===== config.mk =====
export PLATFORM = sky130hd
export DESIGN_NAME = dss_seq
export DESIGN_NICKNAME = d
export VERILOG_FILES = /design/src/logic/dss_pkg.sv /design/src/logic/dss_tick_if.sv /design/src/logic/dss_seq.sv /design/src/logic/dss_tick_gen.sv
export SDC_FILE = /design/constraint.sdc
export NUM_CORES = 1
export LEC_CHECK = 0
export BUFFER_PORTS_ARGS = -buffer_cell sky130_fd_sc_hd__buf_2
export CAP_MARGIN = 10
export CORE_MARGIN = 4
export CORE_UTILIZATION = 60
export CTS_CLUSTER_DIAMETER = 40
export DETAILED_ROUTE_END_ITERATION = 8
export MAX_ROUTING_LAYER = met4
export PLACE_DENSITY = 0.83
export SYNTH_ARGS = -nofsm -noshare
export SYNTH_HDL_FRONTEND = slang
export SYNTH_SLANG_ARGS = --single-unit

===== constraint.sdc =====
create_clock -name hclk -period 6.4 [get_ports hclk]
set_clock_uncertainty 0.15 [all_clocks]
set_input_delay 0.64 -clock hclk [delete_from_list [all_inputs] [get_ports hclk]]
set_output_delay 0.64 -clock hclk [all_outputs]
set_load 0.05 [all_outputs]

===== src/logic/dss_pkg.sv =====
// Purpose: shared constants for the stop/restart sequencer
// Assumes: 100 MHz hclk, AHB-Lite register access
// Notes:   times are set in 0.1 s units, frequencies in 0.01 Hz units
package dss_pkg;
  // register byte offsets
  localparam logic [7:0] OFS_CTRL      = 8'h00;
  localparam logic [7:0] OFS_STOP_CFG  = 8'h04;
  localparam logic [7:0] OFS_BRAKE_T   = 8'h08;
  localparam logic [7:0] OFS_DEAD_T    = 8'h0C;
  localparam logic [7:0] OFS_LIMIT     = 8'h10;
  localparam logic [7:0] OFS_RESTART   = 8'h14;
  localparam logic [7:0] OFS_CMD_FREQ  = 8'h18;
  localparam logic [7:0] OFS_STATUS    = 8'h1C;
  localparam logic [7:0] OFS_DUTY      = 8'h20;
  localparam logic [7:0] OFS_POWER     = 8'h24;
  localparam logic [7:0] OFS_MOTOR0    = 8'h28;
  localparam int         MOTOR_PARAMS  = 5;
  // field positions
  localparam int CTRL_RUN_POS    = 0;
  localparam int CTRL_DIR_POS    = 1;
  localparam int CTRL_SRC_POS    = 2;
  localparam int CTRL_PID_POS    = 3;
  localparam int CTRL_STOPM_POS  = 4;
  localparam int LIMIT_MODE_POS  = 16;
  localparam int RST_EN_POS      = 16;
  localparam int BRAKE_WAIT_POS  = 16;
  localparam int STOP_CUR_POS    = 16;
  // limits and resets
  localparam logic [15:0] BRAKE_FREQ_MAX = 16'h03E8;
  localparam logic [15:0] BRAKE_TIME_MAX = 16'h01F4;
  localparam logic [15:0] LONG_TIME_MAX  = 16'h8CA0;
  localparam logic [15:0] CURRENT_MAX    = 16'h05DC;
  localparam logic [15:0] DEFAULT_MOTOR  = 16'h0001;
  localparam logic [15:0] DECEL_STEP     = 16'h0001;
  // timing: one tick per 0.1 s
  localparam int CLK_HZ        = 100_000_000;
  localparam int TICK_MS       = 100;
  localparam int TICK_CYCLES   = CLK_HZ / 1000 * TICK_MS;
  localparam int DECEL_MS      = 1;
  localparam int DECEL_CYCLES  = CLK_HZ / 1000 * DECEL_MS;

  typedef enum logic [1:0] { UL_RUN_AT_LIMIT, UL_STOP, UL_STANDBY } dss_under_t;

  function automatic logic [15:0] dss_clamp(input logic [15:0] v, input logic [15:0] mx);
    dss_clamp = (v > mx) ? mx : v;
  endfunction
endpackage


===== src/logic/dss_tick_if.sv =====
// Purpose: carries the time-base pulses from divider to sequencer
// Assumes: single hclk domain
// Notes:   pulses last one cycle
interface dss_tick_if;
  logic tick;
  logic step;
  modport src (output tick, output step);
  modport dst (input tick, input step);
endinterface

===== src/logic/dss_seq.sv =====
// Purpose: stop, brake, reversal, lower-limit and power-return sequencing of a drive
// Assumes: AHB-Lite single word transfers; motor stage takes frequency and brake level
// Notes:   ramp is linear, one 0.01 Hz step per step enable
module dss_seq #(
  parameter int TICK_DIV = dss_pkg::TICK_CYCLES
) (
  // clock and reset
  input  wire logic        hclk,
  input  wire logic        hresetn,
  // ahb-lite slave
  input  wire logic        hsel,
  input  wire logic [7:0]  haddr,
  input  wire logic [1:0]  htrans,
  input  wire logic        hwrite,
  input  wire logic [2:0]  hsize,
  input  wire logic [31:0] hwdata,
  input  wire logic        hready,
  output logic      [31:0] hrdata,
  output logic             hreadyout,
  output logic             hresp,
  // commands and events
  input  wire logic        terminal_run,
  input  wire logic        power_return,
  input  wire logic        power_fail,
  input  wire logic        ident_done,
  input  wire logic [15:0] ident_value [dss_pkg::MOTOR_PARAMS],
  input  wire logic        duty_class_strap,
  // motor output stage
  output logic      [15:0] out_freq,
  output logic             out_dir,
  output logic             out_enable,
  output logic      [15:0] brake_level,
  output logic             brake_active
);
  typedef enum logic [2:0] { ST_STOPPED, ST_RUN, ST_DECEL, ST_WAIT, ST_BRAKE,
                             ST_DEAD, ST_STANDBY, ST_RESTART } dss_state_t;

  typedef struct packed {
    dss_state_t  st;
    logic        run;
    logic        dir;
    logic        src_term;
    logic        pid;
    logic        stop_coast;
    logic [15:0] brk_freq;
    logic [15:0] brk_cur;
    logic [15:0] brk_wait;
    logic [15:0] brk_time;
    logic [15:0] dead_time;
    logic [15:0] low_limit;
    logic [1:0]  ul_mode;
    logic        rst_en;
    logic [15:0] rst_delay;
    logic [15:0] cmd_freq;
    logic [15:0] power;
    logic [79:0] motor;
    logic        duty;
    logic        duty_loaded;
    logic [15:0] freq;
    logic        cur_dir;
    logic [15:0] tcnt;
    logic        down_standby;
    logic        a_wr;
    logic        a_rd;
    logic [7:0]  a_addr;
    logic [31:0] rdata;
  } dss_seq_s_t;

  dss_seq_s_t s_reg, s_next;
  dss_tick_if tk();

  // only the 0.1 s base is scaled for simulation; the ramp rate stays fixed
  dss_tick_gen #(.TICK_DIV(TICK_DIV), .STEP_DIV(dss_pkg::DECEL_CYCLES)) u_tick (
    .hclk    (hclk),
    .hresetn (hresetn),
    .tk      (tk.src)
  );

  // lower-limit handling is off while the limit is zero
  function automatic logic [15:0] target_freq(input dss_seq_s_t s, output logic below);
    below = (s.low_limit != 16'h0000) && (s.cmd_freq < s.low_limit);
    target_freq = below ? s.low_limit : s.cmd_freq;
  endfunction

  logic        a_take;
  logic [15:0] tgt;
  logic        below;
  logic        want_run;
  logic [31:0] rd_mux;

  assign a_take = hsel && hready && htrans[1];

  // read data is registered in the data phase, which costs one wait state
  always_comb begin
    rd_mux = 32'h0000_0000;
    unique case (s_reg.a_addr)
      dss_pkg::OFS_CTRL:     rd_mux = {27'h0, s_reg.stop_coast, s_reg.pid, s_reg.src_term,
                                       s_reg.dir, s_reg.run};
      dss_pkg::OFS_STOP_CFG: rd_mux = {s_reg.brk_cur, s_reg.brk_freq};
      dss_pkg::OFS_BRAKE_T:  rd_mux = {s_reg.brk_wait, s_reg.brk_time};
      dss_pkg::OFS_DEAD_T:   rd_mux = {16'h0, s_reg.dead_time};
      dss_pkg::OFS_LIMIT:    rd_mux = {14'h0, s_reg.ul_mode, s_reg.low_limit};
      dss_pkg::OFS_RESTART:  rd_mux = {15'h0, s_reg.rst_en, s_reg.rst_delay};
      dss_pkg::OFS_CMD_FREQ: rd_mux = {16'h0, s_reg.cmd_freq};
      dss_pkg::OFS_STATUS:   rd_mux = {11'h0, s_reg.cur_dir, 1'b0, s_reg.st,
                                       s_reg.freq};
      dss_pkg::OFS_DUTY:     rd_mux = {31'h0, s_reg.duty};
      dss_pkg::OFS_POWER:    rd_mux = {16'h0, s_reg.power};
      default: begin
        for (int i = 0; i < dss_pkg::MOTOR_PARAMS; i++) begin
          if (s_reg.a_addr == 8'(dss_pkg::OFS_MOTOR0 + 4 * i)) begin
            rd_mux = {16'h0, s_reg.motor[i*16 +: 16]};
          end
        end
      end
    endcase
  end

  always_comb begin
    s_next = s_reg;
    tgt = target_freq(s_reg, below);
    want_run = s_reg.run;
    // bus: address phase latch, data phase act
    s_next.a_wr = a_take && hwrite;
    s_next.a_rd = a_take && !hwrite;
    if (a_take) begin
      s_next.a_addr = haddr;
    end
    if (s_reg.a_rd) begin
      s_next.rdata = rd_mux;
    end
    if (!s_reg.duty_loaded) begin
      s_next.duty = duty_class_strap;
      s_next.duty_loaded = 1'b1;
    end
    // out-of-range time and stop settings saturate at their maximum instead of wrapping; limit mode 3 is refused
    if (s_reg.a_wr) begin
      unique case (s_reg.a_addr)
        dss_pkg::OFS_CTRL: begin
          s_next.run        = hwdata[dss_pkg::CTRL_RUN_POS];
          s_next.dir        = hwdata[dss_pkg::CTRL_DIR_POS];
          s_next.src_term   = hwdata[dss_pkg::CTRL_SRC_POS];
          s_next.pid        = hwdata[dss_pkg::CTRL_PID_POS];
          s_next.stop_coast = hwdata[dss_pkg::CTRL_STOPM_POS];
        end
        dss_pkg::OFS_STOP_CFG: begin
          s_next.brk_freq = dss_pkg::dss_clamp(hwdata[15:0], dss_pkg::BRAKE_FREQ_MAX);
          s_next.brk_cur  = dss_pkg::dss_clamp(hwdata[dss_pkg::STOP_CUR_POS +: 16],
                                               dss_pkg::CURRENT_MAX);
        end
        dss_pkg::OFS_BRAKE_T: begin
          s_next.brk_time = dss_pkg::dss_clamp(hwdata[15:0], dss_pkg::BRAKE_TIME_MAX);
          s_next.brk_wait = dss_pkg::dss_clamp(hwdata[dss_pkg::BRAKE_WAIT_POS +: 16],
                                               dss_pkg::BRAKE_TIME_MAX);
        end
        dss_pkg::OFS_DEAD_T:
          s_next.dead_time = dss_pkg::dss_clamp(hwdata[15:0], dss_pkg::LONG_TIME_MAX);
        dss_pkg::OFS_LIMIT: begin
          s_next.low_limit = hwdata[15:0];
          if (hwdata[dss_pkg::LIMIT_MODE_POS +: 2] != 2'h3) begin
            s_next.ul_mode = hwdata[dss_pkg::LIMIT_MODE_POS +: 2];
          end
        end
        dss_pkg::OFS_RESTART: begin
          s_next.rst_delay = dss_pkg::dss_clamp(hwdata[15:0], dss_pkg::LONG_TIME_MAX);
          s_next.rst_en    = hwdata[dss_pkg::RST_EN_POS];
        end
        dss_pkg::OFS_CMD_FREQ: s_next.cmd_freq = hwdata[15:0];
        dss_pkg::OFS_DUTY: ; // read-only model class
        dss_pkg::OFS_POWER: begin
          s_next.power = hwdata[15:0];
          s_next.motor = {dss_pkg::MOTOR_PARAMS{dss_pkg::DEFAULT_MOTOR}};
        end
        default: begin
          for (int i = 0; i < dss_pkg::MOTOR_PARAMS; i++) begin
            if (s_reg.a_addr == 8'(dss_pkg::OFS_MOTOR0 + 4 * i)) begin
              s_next.motor[i*16 +: 16] = hwdata[15:0];
            end
          end
        end
      endcase
    end
    if (ident_done) begin
      for (int i = 0; i < dss_pkg::MOTOR_PARAMS; i++) begin
        s_next.motor[i*16 +: 16] = ident_value[i];
      end
    end
    // one shared down-counter serves the wait, brake, dead and restart delays
    if (tk.tick && s_reg.tcnt != 16'h0000) begin
      s_next.tcnt = s_reg.tcnt - 16'h1;
    end
    // sequencing
    unique case (s_reg.st)
      ST_STOPPED: begin
        s_next.freq = '0;
        if (want_run && below && s_reg.ul_mode == 2'(dss_pkg::UL_STOP)) begin
          // a refused start drops the command so a later setpoint rise cannot start it
          s_next.run = 1'b0;
        end else if (want_run && below && s_reg.ul_mode == 2'(dss_pkg::UL_STANDBY)
                     && !s_reg.pid) begin
          s_next.st = ST_STANDBY;
        end else if (want_run) begin
          s_next.cur_dir = s_reg.dir;
          s_next.st = ST_RUN;
        end
      end
      ST_RUN: begin
        if (!want_run || (below && s_reg.ul_mode == 2'(dss_pkg::UL_STOP))) begin
          if (!want_run && s_reg.stop_coast) begin
            s_next.freq = '0;
            s_next.st = ST_STOPPED;
          end else begin
            s_next.st = ST_DECEL;
          end
          if (!want_run) begin
            s_next.run = s_reg.run;
          end
          if (below) begin
            s_next.run = 1'b0;
          end
        end else if (below && s_reg.ul_mode == 2'(dss_pkg::UL_STANDBY) && !s_reg.pid) begin
          s_next.freq = '0;
          s_next.st = ST_STANDBY;
        end else if (s_reg.dir != s_reg.cur_dir) begin
          // reverse only through zero so the stage never flips direction at speed
          if (s_reg.freq == 16'h0000) begin
            s_next.tcnt = s_reg.dead_time;
            s_next.st = ST_DEAD;
          end else if (tk.step) begin
            s_next.freq = s_reg.freq - dss_pkg::DECEL_STEP;
          end
        end else if (tk.step) begin
          if (s_reg.freq < tgt) begin
            s_next.freq = s_reg.freq + dss_pkg::DECEL_STEP;
          end else if (s_reg.freq > tgt) begin
            s_next.freq = s_reg.freq - dss_pkg::DECEL_STEP;
          end
        end
      end
      ST_DECEL: begin
        if (want_run && !below) begin
          s_next.st = ST_RUN;
        end else if (s_reg.brk_time != 16'h0000 && s_reg.freq <= s_reg.brk_freq) begin
          s_next.tcnt = s_reg.brk_wait;
          // output is blocked through the wait, so no frequency may stand
          s_next.freq = '0;
          s_next.st = ST_WAIT;
        end else if (s_reg.freq == 16'h0000) begin
          s_next.st = ST_STOPPED;
        end else if (tk.step) begin
          s_next.freq = s_reg.freq - dss_pkg::DECEL_STEP;
        end
      end
      ST_WAIT: begin
        if (s_reg.tcnt == 16'h0000) begin
          s_next.tcnt = s_reg.brk_time;
          s_next.st = ST_BRAKE;
        end
      end
      ST_BRAKE: begin
        if (s_reg.tcnt == 16'h0000) begin
          s_next.freq = '0;
          s_next.st = ST_STOPPED;
        end
      end
      ST_DEAD: begin
        if (s_reg.tcnt == 16'h0000) begin
          s_next.cur_dir = s_reg.dir;
          s_next.st = ST_RUN;
        end
      end
      ST_STANDBY: begin
        if (!want_run) begin
          s_next.st = ST_STOPPED;
        end else if (!below || s_reg.pid) begin
          s_next.st = ST_RUN;
        end
      end
      ST_RESTART: begin
        if (s_reg.tcnt == 16'h0000) begin
          if (!s_reg.src_term || terminal_run) begin
            s_next.run = 1'b1;
            s_next.st = ST_STOPPED;
          end
        end
      end
      default: s_next.st = ST_STOPPED;
    endcase
    // power loss wins over every state; a drop in standby bars the restart
    if (power_fail) begin
      s_next.down_standby = (s_reg.st == ST_STANDBY);
      s_next.freq = '0;
      s_next.st = ST_STOPPED;
      s_next.run = 1'b0;
    end else if (power_return) begin
      if (s_reg.rst_en && !s_reg.down_standby) begin
        s_next.tcnt = s_reg.rst_delay;
        s_next.st = ST_RESTART;
      end
    end
  end

  always_ff @(posedge hclk or negedge hresetn) begin
    if (!hresetn) begin
      s_reg <= '0;
    end else begin
      s_reg <= s_next;
    end
  end

  // writes take no wait state; a read answer is ready one cycle after the data phase
  assign hreadyout    = !s_reg.a_rd;
  assign hresp        = 1'b0;
  assign hrdata       = s_reg.rdata;
  assign out_freq     = s_reg.freq;
  assign out_dir      = s_reg.cur_dir;
  assign out_enable   = (s_reg.st == ST_RUN) || (s_reg.st == ST_DECEL) ||
                        (s_reg.st == ST_DEAD) || (s_reg.st == ST_BRAKE);
  assign brake_active = (s_reg.st == ST_BRAKE);
  assign brake_level  = (s_reg.st == ST_BRAKE) ? s_reg.brk_cur : 16'h0000;
endmodule


===== src/logic/dss_tick_gen.sv =====
// Purpose: derives 0.1 s tick and ramp-step enables from hclk
// Assumes: 100 MHz clock
// Notes:   counts are package constants; the tick period is a parameter for simulation
module dss_tick_gen #(
  parameter int TICK_DIV = dss_pkg::TICK_CYCLES,
  parameter int STEP_DIV = dss_pkg::DECEL_CYCLES
) (
  // clock and reset
  input  wire logic  hclk,
  input  wire logic  hresetn,
  // enables
  dss_tick_if.src    tk
);
  typedef struct packed {
    logic [31:0] tcnt;
    logic [31:0] scnt;
    logic        tick;
    logic        step;
  } dss_tg_t;
  dss_tg_t s_reg, s_next;

  always_comb begin
    s_next = s_reg;
    s_next.tick = 1'b0;
    s_next.step = 1'b0;
    if (s_reg.tcnt >= 32'(TICK_DIV - 1)) begin
      s_next.tcnt = '0;
      s_next.tick = 1'b1;
    end else begin
      s_next.tcnt = s_reg.tcnt + 32'h1;
    end
    if (s_reg.scnt >= 32'(STEP_DIV - 1)) begin
      s_next.scnt = '0;
      s_next.step = 1'b1;
    end else begin
      s_next.scnt = s_reg.scnt + 32'h1;
    end
  end

  always_ff @(posedge hclk or negedge hresetn) begin
    if (!hresetn) begin
      s_reg <= '0;
    end else begin
      s_reg <= s_next;
    end
  end

  assign tk.tick = s_reg.tick;
  assign tk.step = s_reg.step;
endmodule


==> summary.txt, run 1 <==
Die
  – Initial Utilization: roughly three fifths
  – Die area: 36,100 um^2
  – Row count: between 60 and 70
  – Core Box Area: 32,600 um^2
  – Die Y: 190 um
  – Die W: between 150 and 200 um
  – IO Count: 204

Global routing
  – First-pass GRT wire length: 95.3 mm
  – All-Layer GR Usage: 34.5%
  – Largest net degree at the start of global routing: approximately 110
  – Initial antenna violation count: 1
  – Vias in the first global route: around 17,000
  – GR Overflow Total: 0

Clock network
  – Root Buffer: clkbuf_16
  – Resize count post-CTS: 0
  – H-Tree Depth: 2
  – Worst skew pair latency: 0.57 ns
  – Hold buffer count at CTS: 1
  – Post-CTS Setup Inserts: 0
  – Reg clk slew, reported paths: about 0.06 ns
  – Sink Count: 379
  – Longest Clk Path Bufs: 3
  – CTS Buf Count: 50
  – CTS tree: yes

Worst setup path
  – Critical-path cell list: inv_1 > ha_1 > nand4_1 > nor3_1 > a311oi_1 > nand2_1 > buf_4 > nor2_1 > a21oi_1 > ha_1 > a211o_1 > o211ai_1 > a2bb2oi_1 > a2111o_1 > a41oi_1 > o22ai_1 > buf_4 > nor2_1 > a221oi_1 > nor3_1
  – Crit-path max FO: 18
  – Slowest-stage cell, CP: dfrtp_1
  – Crit path DAT: 5.62 ns
  – Max stage delay on crit path: 0.53 ns
  – Worst R2R Start: s_reg[223]
  – Worst EP required: 6.72 ns
  – Kind of critical path: reg -> reg
  – Worst Setup SP: s_reg[223]
  – Crit path launch type: flop
  – Worst Setup End Kind: flop

STA
  – Fin. Hold Viols: 0
  – Tcrit/Tclk final: 82.7%
  – RSZ-0062 raised after global routing: false
  – Max Transition Viols Final: 0
  – Final setup viols: 0
  – Final setup TNS: 0 ns
  – Tmin final: 5.29 ns
  – Slew at the pin with the worst max-slew slack: 1.25 ns
  – Fmax: 0.189 GHz
  – Final worst slack: 1.11 ns
  – Rel. slew slack: 15.9%

Synthesis
  – Post-synthesis sequential area ratio: 47.7%
  – Yosys reg bits: 379
  – Avg Cell Area, Syn: just over 9 um^2
  – Cell area after synthesis: just under 20,000 um^2
  – Top-count cell post-synth: dfrtp_1
  – Async S/R FF share, synth: 100%
  – Synth unique cells: 77
  – Ys Warns: 0
  – Area leader, netlist: dfrtp_1
  – EDFF count, synth: 0
  – Share of the synthesized area in the top cell type: ~48%
  – Cells after synthesis: between 2,000 and 2,500
  – Ys flop type: dfrtp_1
  – Post-synth top cells: dfrtp_1, nor2_1, nand2_1
  – Top cells by area, synth: dfrtp_1, nor2_1, a21oi_1

Finish
  – Area added between synthesis and finish: 14.5%
  – Cell Count, Final, Fillers Out: 2,745
  – Nets: 2,451
  – Fill cell total of the finished layout: 2,468
  – Max reg flops: 263
  – Area of the multi-input gates: around 9400 um^2
  – Register area: 9490 um^2
  – Share of layout cells above drive strength 1: between 10% and 20%

Power
  – Clock share of power: 42.8%
  – Logic pwr share: 15.7%
  – Final Total Pwr: around 6.8 mW
  – LEAKAGE: 10.3 nW
  – Max IR drop VDD: 0.214 mV
  – Sequential share of power: 41.4%
  – PwrDens: about 300 nW/um^2
  – Net Sw Frac: 29.9%
  – Net Sw Power: 2.03 mW
  – Total internal power: 4.77 mW

Placed design
  – Hpwl dp: between 40 and 50 mm
  – GPL Wtd Cong: 0.956
  – # placed instances: 2,652
  – PortBufs: 198
  – Setup WS pre-CTS: 1.33 ns

Routing
  – Initial DRT Pass Iterations: 7
  – DRC: 0
  – Routed WL: 61.7 mm
  – Via count: 17,700
  – WL/cell: 22.5 um
  – Number of nets still failing antenna checks after routing: 0
  – Initial drt markers: 1,970
  – Vias per std cell: 6.47

Outcome
  – Status: finished clean

Min path
  – Hold Startpoint: hwrite
  – HP Class: in -> reg

Flow run
  – MaxCap Viol Count: 0
per-layer routing:
metal / wire [um] / up-vias / track usage [%]
met4: 3270 / 0 / 16.2
met2: 27000 / 1199 / 51.6
li1: - / 7890 / -
met3: 6800 / 223 / 6.13
met1: 24500 / 8436 / 46.3
met5: 0 / - / -
power groups by stage:
stage,clock (mW),sequential (mW),combinational (mW)
after floorplan,0,2.76,0.822
final,2.92,2.82,1.07
after CTS,2.94,2.81,1.06
after global placement,0,2.84,1.03
after detailed placement,0,2.85,1.05
after global routing,3.04,2.84,1.17
path summary, 6_finish.rpt:
| check | endpoint | slack (ns) | cells past startpoint |
|---|---|---|---|
| min in group asynchronous | u_tick.s_reg[12] | 0.50 | 2 |
| hold reg to reg | s_reg[88] | 0.33 | 2 |
| setup reg to reg | out_freq[3] | 1.11 | 20 |
| hold / removal | s_reg[40] | 0.09 | 2 |
| setup / recovery | out_freq[3] | 1.11 | 20 |
| max in group asynchronous | s_reg[293] | 4.14 | 3 |
cell type report:
cell class | instances | share of cell area (%)
timing repair buffer | 231 | 5.56
antenna | 1 | 0.0110
multi-input combinational | 1540 | 41.5
clock buffer | 63 | 6.16
clock inverter | 28 | 1.62
inverter | 61 | 1.01
sequential | 379 | 41.7
tap | 442 | 2.43
cell usage in the layout, fill, tap and decap left out, types with 17 or more instances in the layout:
master	n
a21oi_1	177
a221oi_1	53
a22oi_1	62
a31oi_1	21
and2_1	60
buf_2	197
buf_4	31
clkbuf_16	51
conb_1	25
dfrtp_1	378
ha_1	53
inv_1	61
mux2_2	65
nand2_1	199
nand3_1	41
nand4_1	25
nor2_1	248
nor3_1	34
nor4_1	29
o21ai_0	137
o22a_1	17
xnor2_1	20
xor2_1	35
cells by family (layout without fill, tap and decap cells):
kind of cell             Yosys count  after routing  synth area share, %
AO/OA/AOI/OAI                    605            605                 19.8
AND/OR/NAND/NOR                  726            726                 17.1
XOR/XNOR                          55             55                 2.42
adder cells (fa/ha/maj)           53             53                 3.34
other                              2             26               0.0378
buffers and inverters            229            383                 5.30
multiplexers                      76             76                 4.24
flip-flops                       379            379                 47.7
worst max-delay path, delay by kind of cell (launching register included):
kind,cells,cell delay [ns]
compound gates,9,2.22
fa+ha+maj,2,0.59
buf+inv,3,0.64
flops,1,0.53
simple gates,6,1.06
metrics by stage:
stage,utilization [%],hold WS [ns],instance area (um^2)
final,69.7,0.0907,22700
after global routing,69.7,0.0743,22700
after CTS,69.7,0.0709,22700
after detailed placement,64.3,0.320,21000
after global placement,64.3,0.310,21000
after floorplan,-,0.194,20000
Note: power is estimated with default switching activity, not from simulation.
==> run 2, diff against run 1 <==
CORE_UTILIZATION = 54   (was 60)
PLACE_DENSITY = 0.79   (was 0.83)
clock period = 4.6 ns   (was 6.4 ns; I/O delays follow)
==> run 2 against run 1 <==
Against the previous run: cell count increased by 4.5%; power grew 42%; largest cell class unchanged; worst hold slack got worse by 0.078 ns; critical path depth decreased by 1; critical endpoint is now out_freq[4]; non-clock buffer count grew 91; wire length rose by 6.7%; first-iteration DRC count grew 4.1%; register-to-register slack got worse by 0.90 ns; sequential cell count unchanged; sequential share of layout area decreased by 1.7 points.
==> summary.txt, run 2 (synthesized netlist as in run 1, its figures left out) <==
Outcome
  – Status: finished clean

Die
  – Core Box Area: 35,900 um^2 (+10%)
  – Die Y: 200 um (+5.2%)
  – Die area: 39,900 um^2 (+11%)
  – Row count: 69 (+4.5%)
  – Initial Utilization: 55.3% (-5.6 points)
  – Die W: 200 um (+5.2%)
  – IO Count: 204 (unchanged)

STA
  – Slew at the pin with the worst max-slew slack: 1.20 ns (-0.0593 ns)
  – Fin. Hold Viols: 0 (unchanged)
  – Tcrit/Tclk final: 95.5% (+13 points)
  – Tmin final: 4.39 ns (-0.901 ns)
  – Fmax: 0.228 GHz (+21%)
  – Final setup viols: 0 (unchanged)
  – Rel. slew slack: 20.3% (+4.3 points)
  – Final setup TNS: 0 ns (unchanged)
  – Max Transition Viols Final: 0 (unchanged)

Finish
  – Nets: 2,549 (+4.0%)
  – Share of layout cells above drive strength 1: 19.5% (+2.1 points)
  – Area added between synthesis and finish: 19.4%
  – Final core utilization: 66.0% (-3.7 points)
  – Commonest non-fill, non-tap cells in the layout: dfrtp_1, nor2_1, nand2_1, buf_2, a21oi_1
  – Commonest non-fill, non-tap cell in the layout: dfrtp_1
  – Max reg flops: 263 (unchanged)

Global routing
  – Largest net degree at the start of global routing: 131 (+17%)
  – Initial antenna violation count: 0 (-1)
  – All-Layer GR Usage: 33.7% (-0.86 points)
  – First-pass GRT wire length: 101 mm (+6.3%)
  – GR Overflow Total: 0 (unchanged)
  – Vias in the first global route: 17,600 (+2.9%)

Clock network
  – H-Tree Depth: 2 (unchanged)
  – Reg clk slew, reported paths: 0.06 ns (about the same)
  – Root Buffer: clkbuf_16
  – Longest Clk Path Bufs: 3 (unchanged)
  – Sink Count: 379 (unchanged)
  – Worst skew pair latency: 0.61 ns (+0.04 ns)
  – CTS tree: yes
  – CTS Buf Count: 57 (+14%)

Power
  – Logic pwr share: 16.6% (+0.9 points)
  – LEAKAGE: 10.7 nW (+4.5%)
  – Net Sw Power: 3.02 mW (+49%)
  – Max IR drop VDD: 0.311 mV (+45%)
  – Total internal power: 6.66 mW (+40%)
  – Clock share of power: 43.0% (+0.2 points)
  – Sequential share of power: 40.4% (-1.0 points)
  – PwrDens: 408 nW/um^2 (+36%)
  – Net Sw Frac: 31.2% (+1.3 points)

Worst setup path
  – Worst Setup SP: s_reg[187]
  – Worst EP required: 4.97 ns (-1.75 ns)
  – Reg2reg setup slack: 0.21 ns (-0.90 ns)
  – Critical Path Sink: out_freq[4]
  – Crit path launch type: flop
  – Crit path DAT: 4.76 ns (-0.86 ns)
  – Crit-path max FO: 17 (-1)
  – Kind of critical path: reg -> reg
  – Worst Setup End Kind: flop
  – Reg2reg end: out_freq[4]
  – Worst R2R Start: s_reg[187]
  – Worst reg2reg path depth: 19 (-5.0%)

Min path
  – HP Class: in -> reg
  – Hold Startpoint: ident_value[9]

Routing
  – Vias per std cell: 6.34 (-1.9%)
  – Routed WL: 65.8 mm (+6.7%)
  – DRC: 0 (unchanged)
  – Number of nets still failing antenna checks after routing: 0 (unchanged)
  – Initial drt markers: 2,050 (+4.1%)
  – WL/cell: 22.9 um (+2.1%)
  – Initial DRT Pass Iterations: 6 (-1)
  – Via count: 18,200 (+2.5%)

Placed design
  – GPL Wtd Cong: 0.990 (+3.5%)
  – Hpwl dp: 46.1 mm (+7.7%)
  – PortBufs: 198 (unchanged)

Flow run
  – MaxCap Viol Count: 0 (unchanged)
-- run 2: cell count changes in the layout (fill, tap and decap cells not counted), moves of 4 or more --
cell           previous run  this run
buf_4                    31        79
bufinv_16                 6         2
clkbuf_16                51        57
clkbuf_8                  8         3
clkinv_4                  1         8
clkinvlp_4                5        10
dlygate4sd3_1             1        40
inv_6                     4        11
-- run 2: area by class of cell --
type | count | area (um^2)
well taps | 461 | 577
clock buffers | 65 | 1490
diodes | 1 | 2.50
inverters | 61 | 229
flip-flops and latches | 379 | 9490
clock inverters | 40 | 353
multi-input cells | 1540 | 9480
repair buffers | 322 | 2100
fillers | 2819 | 12200
-- run 2: per-layer routing --
| layer | track usage, % | up-vias | wire (um) |
|---|---|---|---|
| li1 | - | 8117 | - |
| met1 | 46.0 | 8797 | 26500 |
| met2 | 48.9 | 1074 | 28900 |
| met3 | 5.98 | 211 | 6760 |
| met4 | 16.7 | 0 | 3680 |
| met5 | - | - | 0 |
-- run 2: worst min path at each step --
stage | endpoint | slack [ns] | cells past startpoint
finish | s_reg[151] | 0.01 | 3
global route | s_reg[108] | 0.02 | 3
CTS | s_reg[118] | 0.0005 | 3
detailed placement | s_reg[89] | 0.32 | 2
global placement | s_reg[79] | 0.31 | 2
floorplan | hrdata[0] | 0.01 | 0
-- run 2: metrics by stage --
stage | hold WS (ns) | std cells | area [um^2] | worst slack [ns] | total power, mW
after floorplan | 0.0144 | 2148 | 20000 | 0.0280 | 4.98
after global placement | 0.312 | 2720 | 21400 | 0.0893 | 5.44
after detailed placement | 0.320 | 2720 | 21400 | -0.0689 | 5.49
after CTS | 0.000506 | 2865 | 23600 | 0.0210 | 9.67
after global routing | 0.0162 | 2868 | 23700 | -0.0358 | 10.0
final | 0.0132 | 2869 | 23700 | 0.207 | 9.68
-- run 2: repair_timing --
| action | CTS | global route |
|---|---|---|
| hold buffers | 40 | 0 |
| buffers inserted | 0 | 2 |
| endpoints found under the setup margin | 4 | 16 |
| hold endpoints to repair | 174 | 0 |
| resized for setup | 1 | 8 |
| pin swaps | 0 | 5 |
-- run 2: power groups by stage --
stage	Combinational [mW]	Sequential (mW)	Clock (mW)
finish	1.60	3.91	4.17
global route	1.75	3.94	4.35
CTS	1.58	3.90	4.20
detailed placement	1.54	3.95	0
global placement	1.51	3.94	0
floorplan	1.14	3.84	0
-- run 2: critical path: stages, from the launching register on --
cell       delay, ns
dfrtp_1         0.37
ha_1            0.34
a211oi_2        0.22
nor2_1          0.10
a311oi_2        0.22
nand2_1         0.14
buf_4           0.20
a21oi_1         0.20
ha_1            0.27
and4_1          0.25
nor3_1          0.14
a2bb2oi_1       0.09
a2111o_1        0.47
buf_4           0.17
nand2_1         0.09
buf_12          0.17
mux2_2          0.36
nor4_1          0.16
a31oi_1         0.07
a21oi_1         0.15
==> run 3, diff against run 2 <==
ABC_AREA = 1   (was not set)
CORE_UTILIZATION = 55   (was 54)
PLACE_DENSITY = 0.8   (was 0.79)
==> run 3 against run 2 <==
Against the previous run: worst hold slack got worse by 0.0015 ns; via count rose by 20%; register-to-register slack improved by 0.22 ns; die area rose by 9.1%; largest cell class is now multi-input gates; largest power group unchanged.
==> summary.txt, run 3 <==
Routing
  – Initial drt markers: 2,595 (+27%)
  – Number of nets still failing antenna checks after routing: 0 (unchanged)
  – Via count: 21,900 (+20%)
  – WL/cell: 20.3 um (-12%)
  – Routed WL: 74.7 mm (+14%)
  – DRC: 0 (unchanged)
  – Vias per std cell: 5.94 (-6.4%)
  – Initial DRT Pass Iterations: 8 (+2)

Worst setup path
  – Worst Setup SP: s_reg[216]
  – Max stage delay on crit path: 0.40 ns (-0.07 ns)
  – Worst Setup End Kind: flop
  – Critical Path Sink: out_freq[3]
  – Crit path launch type: flop
  – Critical path depth: 21 (+2)
  – Reg2reg end: out_freq[3]
  – Worst reg2reg path depth: 21 (+2)
  – CP Buf/Inv Count: 1 (-2)
  – Reg2reg setup slack: 0.43 ns (+0.22 ns)
  – Worst R2R Start: s_reg[216]
  – Slowest-stage cell, CP: dfrtp_1
  – Worst EP required: 4.96 ns (about the same)
  – Critical-path cell list: inv_1 > ha_1 > nand2_1 > nor2_1 > nor3_1 > nand2_1 > nand2_2 > nand2_4 > o21ai_0 > ha_1 > a21oi_1 > o21ai_0 > a21oi_1 > nand2_1 > nand2_1 > a21oi_1 > nand3_4 > nand2_4 > nor2_4 > nand2_1 > nand2_1
  – Worst path most repeated cell: nand2_1
  – Cell family with most CP delay: simple AND/OR/NAND/NOR gates
  – Crit path DAT: 4.54 ns (-0.22 ns)
  – Kind of critical path: reg -> reg
  – Crit-path max FO: 34 (+17)

Die
  – Row count: 73 (+5.8%)
  – Die area: 43,500 um^2 (+9.1%)
  – IO Count: 204 (unchanged)
  – Die Y: 209 um (+4.4%)
  – Die W: 209 um (+4.4%)
  – Initial Utilization: 55.7% (+0.43 points)
  – Core Box Area: 39,700 um^2 (+11%)

Finish
  – Max reg flops: 263 (unchanged)
  – Area added between synthesis and finish: 15.9%
  – Nets: 3,307 (+30%)
  – Share of layout cells above drive strength 1: 13.7% (-5.8 points)
  – Commonest non-fill, non-tap cells in the layout: nand2_1, dfrtp_1, nor2_1, inv_1, o21ai_0
  – Final core utilization: 64.6% (-1.4 points)
  – Commonest non-fill, non-tap cell in the layout: nand2_1
  – Fill cell total of the finished layout: 3,312 (+17%)

Global routing
  – Vias in the first global route: 21,100 (+20%)
  – Initial antenna violation count: 2 (+2)
  – All-Layer GR Usage: 34.4% (+0.80 points)
  – Largest net degree at the start of global routing: 115 (-12%)
  – First-pass GRT wire length: 117 mm (+15%)
  – GR Overflow Total: 0 (unchanged)

Clock network
  – Worst skew pair latency: 0.60 ns (about the same)
  – Longest Clk Path Bufs: 3 (unchanged)
  – Reg clk slew, reported paths: 0.06 ns (about the same)
  – H-Tree Depth: 2 (unchanged)
  – Post-CTS Setup Inserts: 0 (unchanged)
  – CTS tree: yes
  – Root Buffer: clkbuf_16
  – Sink Count: 379 (unchanged)
  – CTS Buf Count: 50 (-12%)

STA
  – Final setup TNS: 0 ns (unchanged)
  – Tcrit/Tclk final: 90.7% (-4.8 points)
  – Fmax: 0.240 GHz (+5.3%)
  – Rel. slew slack: 19.3% (-1.0 points)
  – Slew at the pin with the worst max-slew slack: 1.21 ns (+0.0122 ns)
  – RSZ-0062 raised after global routing: false
  – Tmin final: 4.17 ns (-0.221 ns)
  – Hold_ws: 0.0117 ns (-0.00146 ns)
  – Max Transition Viols Final: 0 (unchanged)
  – Final worst slack: 0.428 ns (+0.221 ns)
  – Fin. Hold Viols: 0 (unchanged)
  – Final setup viols: 0 (unchanged)

Power
  – Max IR drop VDD: 0.306 mV (-1.9%)
  – PwrDens: 442 nW/um^2 (+8.2%)
  – Final Total Pwr: 11.3 mW (+17%)
  – Net Sw Power: 4.25 mW (+41%)
  – Clock share of power: 36.0% (-7.0 points)
  – Logic pwr share: 29.6% (+13 points)
  – Sequential share of power: 34.3% (-6.1 points)
  – Net Sw Frac: 37.5% (+6.3 points)
  – Total internal power: 7.09 mW (+6.4%)
  – LEAKAGE: 12.6 nW (+17%)

Synthesis
  – Cells after synthesis: 2,918 (+37%)
  – Share of the synthesized area in the top cell type: 42.8% (-4.9 points)
  – Synth unique cells: 64 (-17%)
  – Top cells by area, synth: dfrtp_1, nand2_1, nor2_1
  – Async S/R FF share, synth: 100% (unchanged)
  – Post-synthesis sequential area ratio: 42.8% (-4.9 points)
  – Ys flop type: dfrtp_1
  – Area leader, netlist: dfrtp_1
  – Yosys reg bits: 379 (unchanged)
  – EDFF count, synth: 0 (unchanged)
  – Avg Cell Area, Syn: 7.59 um^2 (-19%)
  – Ys Warns: 0 (unchanged)
  – Post-synth top cells: nand2_1, dfrtp_1, nor2_1
  – Cell area after synthesis: 22,100 um^2 (+11%)
  – Top-count cell post-synth: nand2_1

Placed design
  – Hpwl dp: 51.9 mm (+13%)
  – PortBufs: 198 (unchanged)
  – GPL Wtd Cong: 1.06 (+6.8%)
  – Setup WS pre-CTS: 0.379 ns (+0.448 ns)

Flow run
  – MaxCap Viol Count: 0 (unchanged)

Min path
  – HP Class: in -> reg

Outcome
  – Status: finished clean
run 3: changes by cell type after synthesis, sizes merged, moves of 37 or more:
cell and delta:
mux2 -62, inv +253, o21ai +80, nor2 +119, a21oi -63, and2 -61
nand3 +150, o22ai +44, a221oi -37, nand2 +480, a31oi +71, a22oi -57
run 3: kinds of logic (layout without fill, tap and decap cells):
logic type	Yosys count	count (layout)	synth area share, %
AND/OR/NAND/NOR	1370	1370	27.2
AO/OA/AOI/OAI	564	564	14.7
buffers and inverters	499	716	10.0
flip-flops	379	379	42.8
adder cells (fa/ha/maj)	53	53	2.99
XOR/XNOR	48	48	1.98
multiplexers	3	3	0.153
other	2	27	0.0339
run 3: layout make-up:
class	count	area, um^2	area share (%)
Clock buffer	59	1350	5.24
Sequential cell	379	9480	36.9
Timing Repair Buffer	302	2010	7.82
Inverter	323	1220	4.75
Tap cell	525	657	2.56
Antenna cell	2	5.00	0.0195
Multi-Input combinational cell	2063	10600	41.1
Clock inverter	32	404	1.57
run 3: worst min-delay path by stage:
stage / from / to / slack (ns) / cells after the start
6_report: ident_value[71] / s_reg[85] / 0.01 / 3
5_1_grt: ident_value[71] / s_reg[85] / 0.02 / 3
4_1_cts: ident_value[77] / s_reg[91] / 0.0003 / 3
3_5_place_dp: hrdata[28] / hrdata[28] / 0.31 / 2
3_3_place_gp: u_tick.s_reg[34] / u_tick.s_reg[34] / 0.29 / 1
2_1_floorplan: hresetn / hrdata[0] / 0.01 / 0
run 3: metrics by stage:
| stage | area (um^2) | instances |
|---|---|---|
| after floorplan | 22200 | 2941 |
| after global placement | 23200 | 3517 |
| after detailed placement | 23200 | 3517 |
| after CTS | 25700 | 3683 |
| after global routing | 25700 | 3685 |
| final | 25700 | 3685 |
run 3: repair_timing:
item,CTS,global route
endpoints found under the setup margin,0,8
hold buffers,75,0
gates resized for setup,0,1
hold endpoints to repair,167,0
run 3: routing by layer:
layer	wire (um)	global-route usage, %
met1	28000	43.4
met2	33900	53.3
met3	8000	6.80
met4	4830	17.8
met5	0	-
run 3: power groups by stage:
stage                     registers [mW]  clock network, mW  logic [mW]
after floorplan                     3.82                  0        2.55
after global placement              3.92                  0        3.14
after detailed placement            3.93                  0        3.21
after CTS                           3.87               4.10        3.28
after global routing                3.92               4.24        3.71
final                               3.89               4.09        3.36
run 3: tightest hold or removal path, delay by kind of cell:
kind,cells,cell delay [ns]
AND/OR/NAND/NOR,1,0.07
buffers and inverters,1,0.10
AO/OA/AOI/OAI,1,0.08
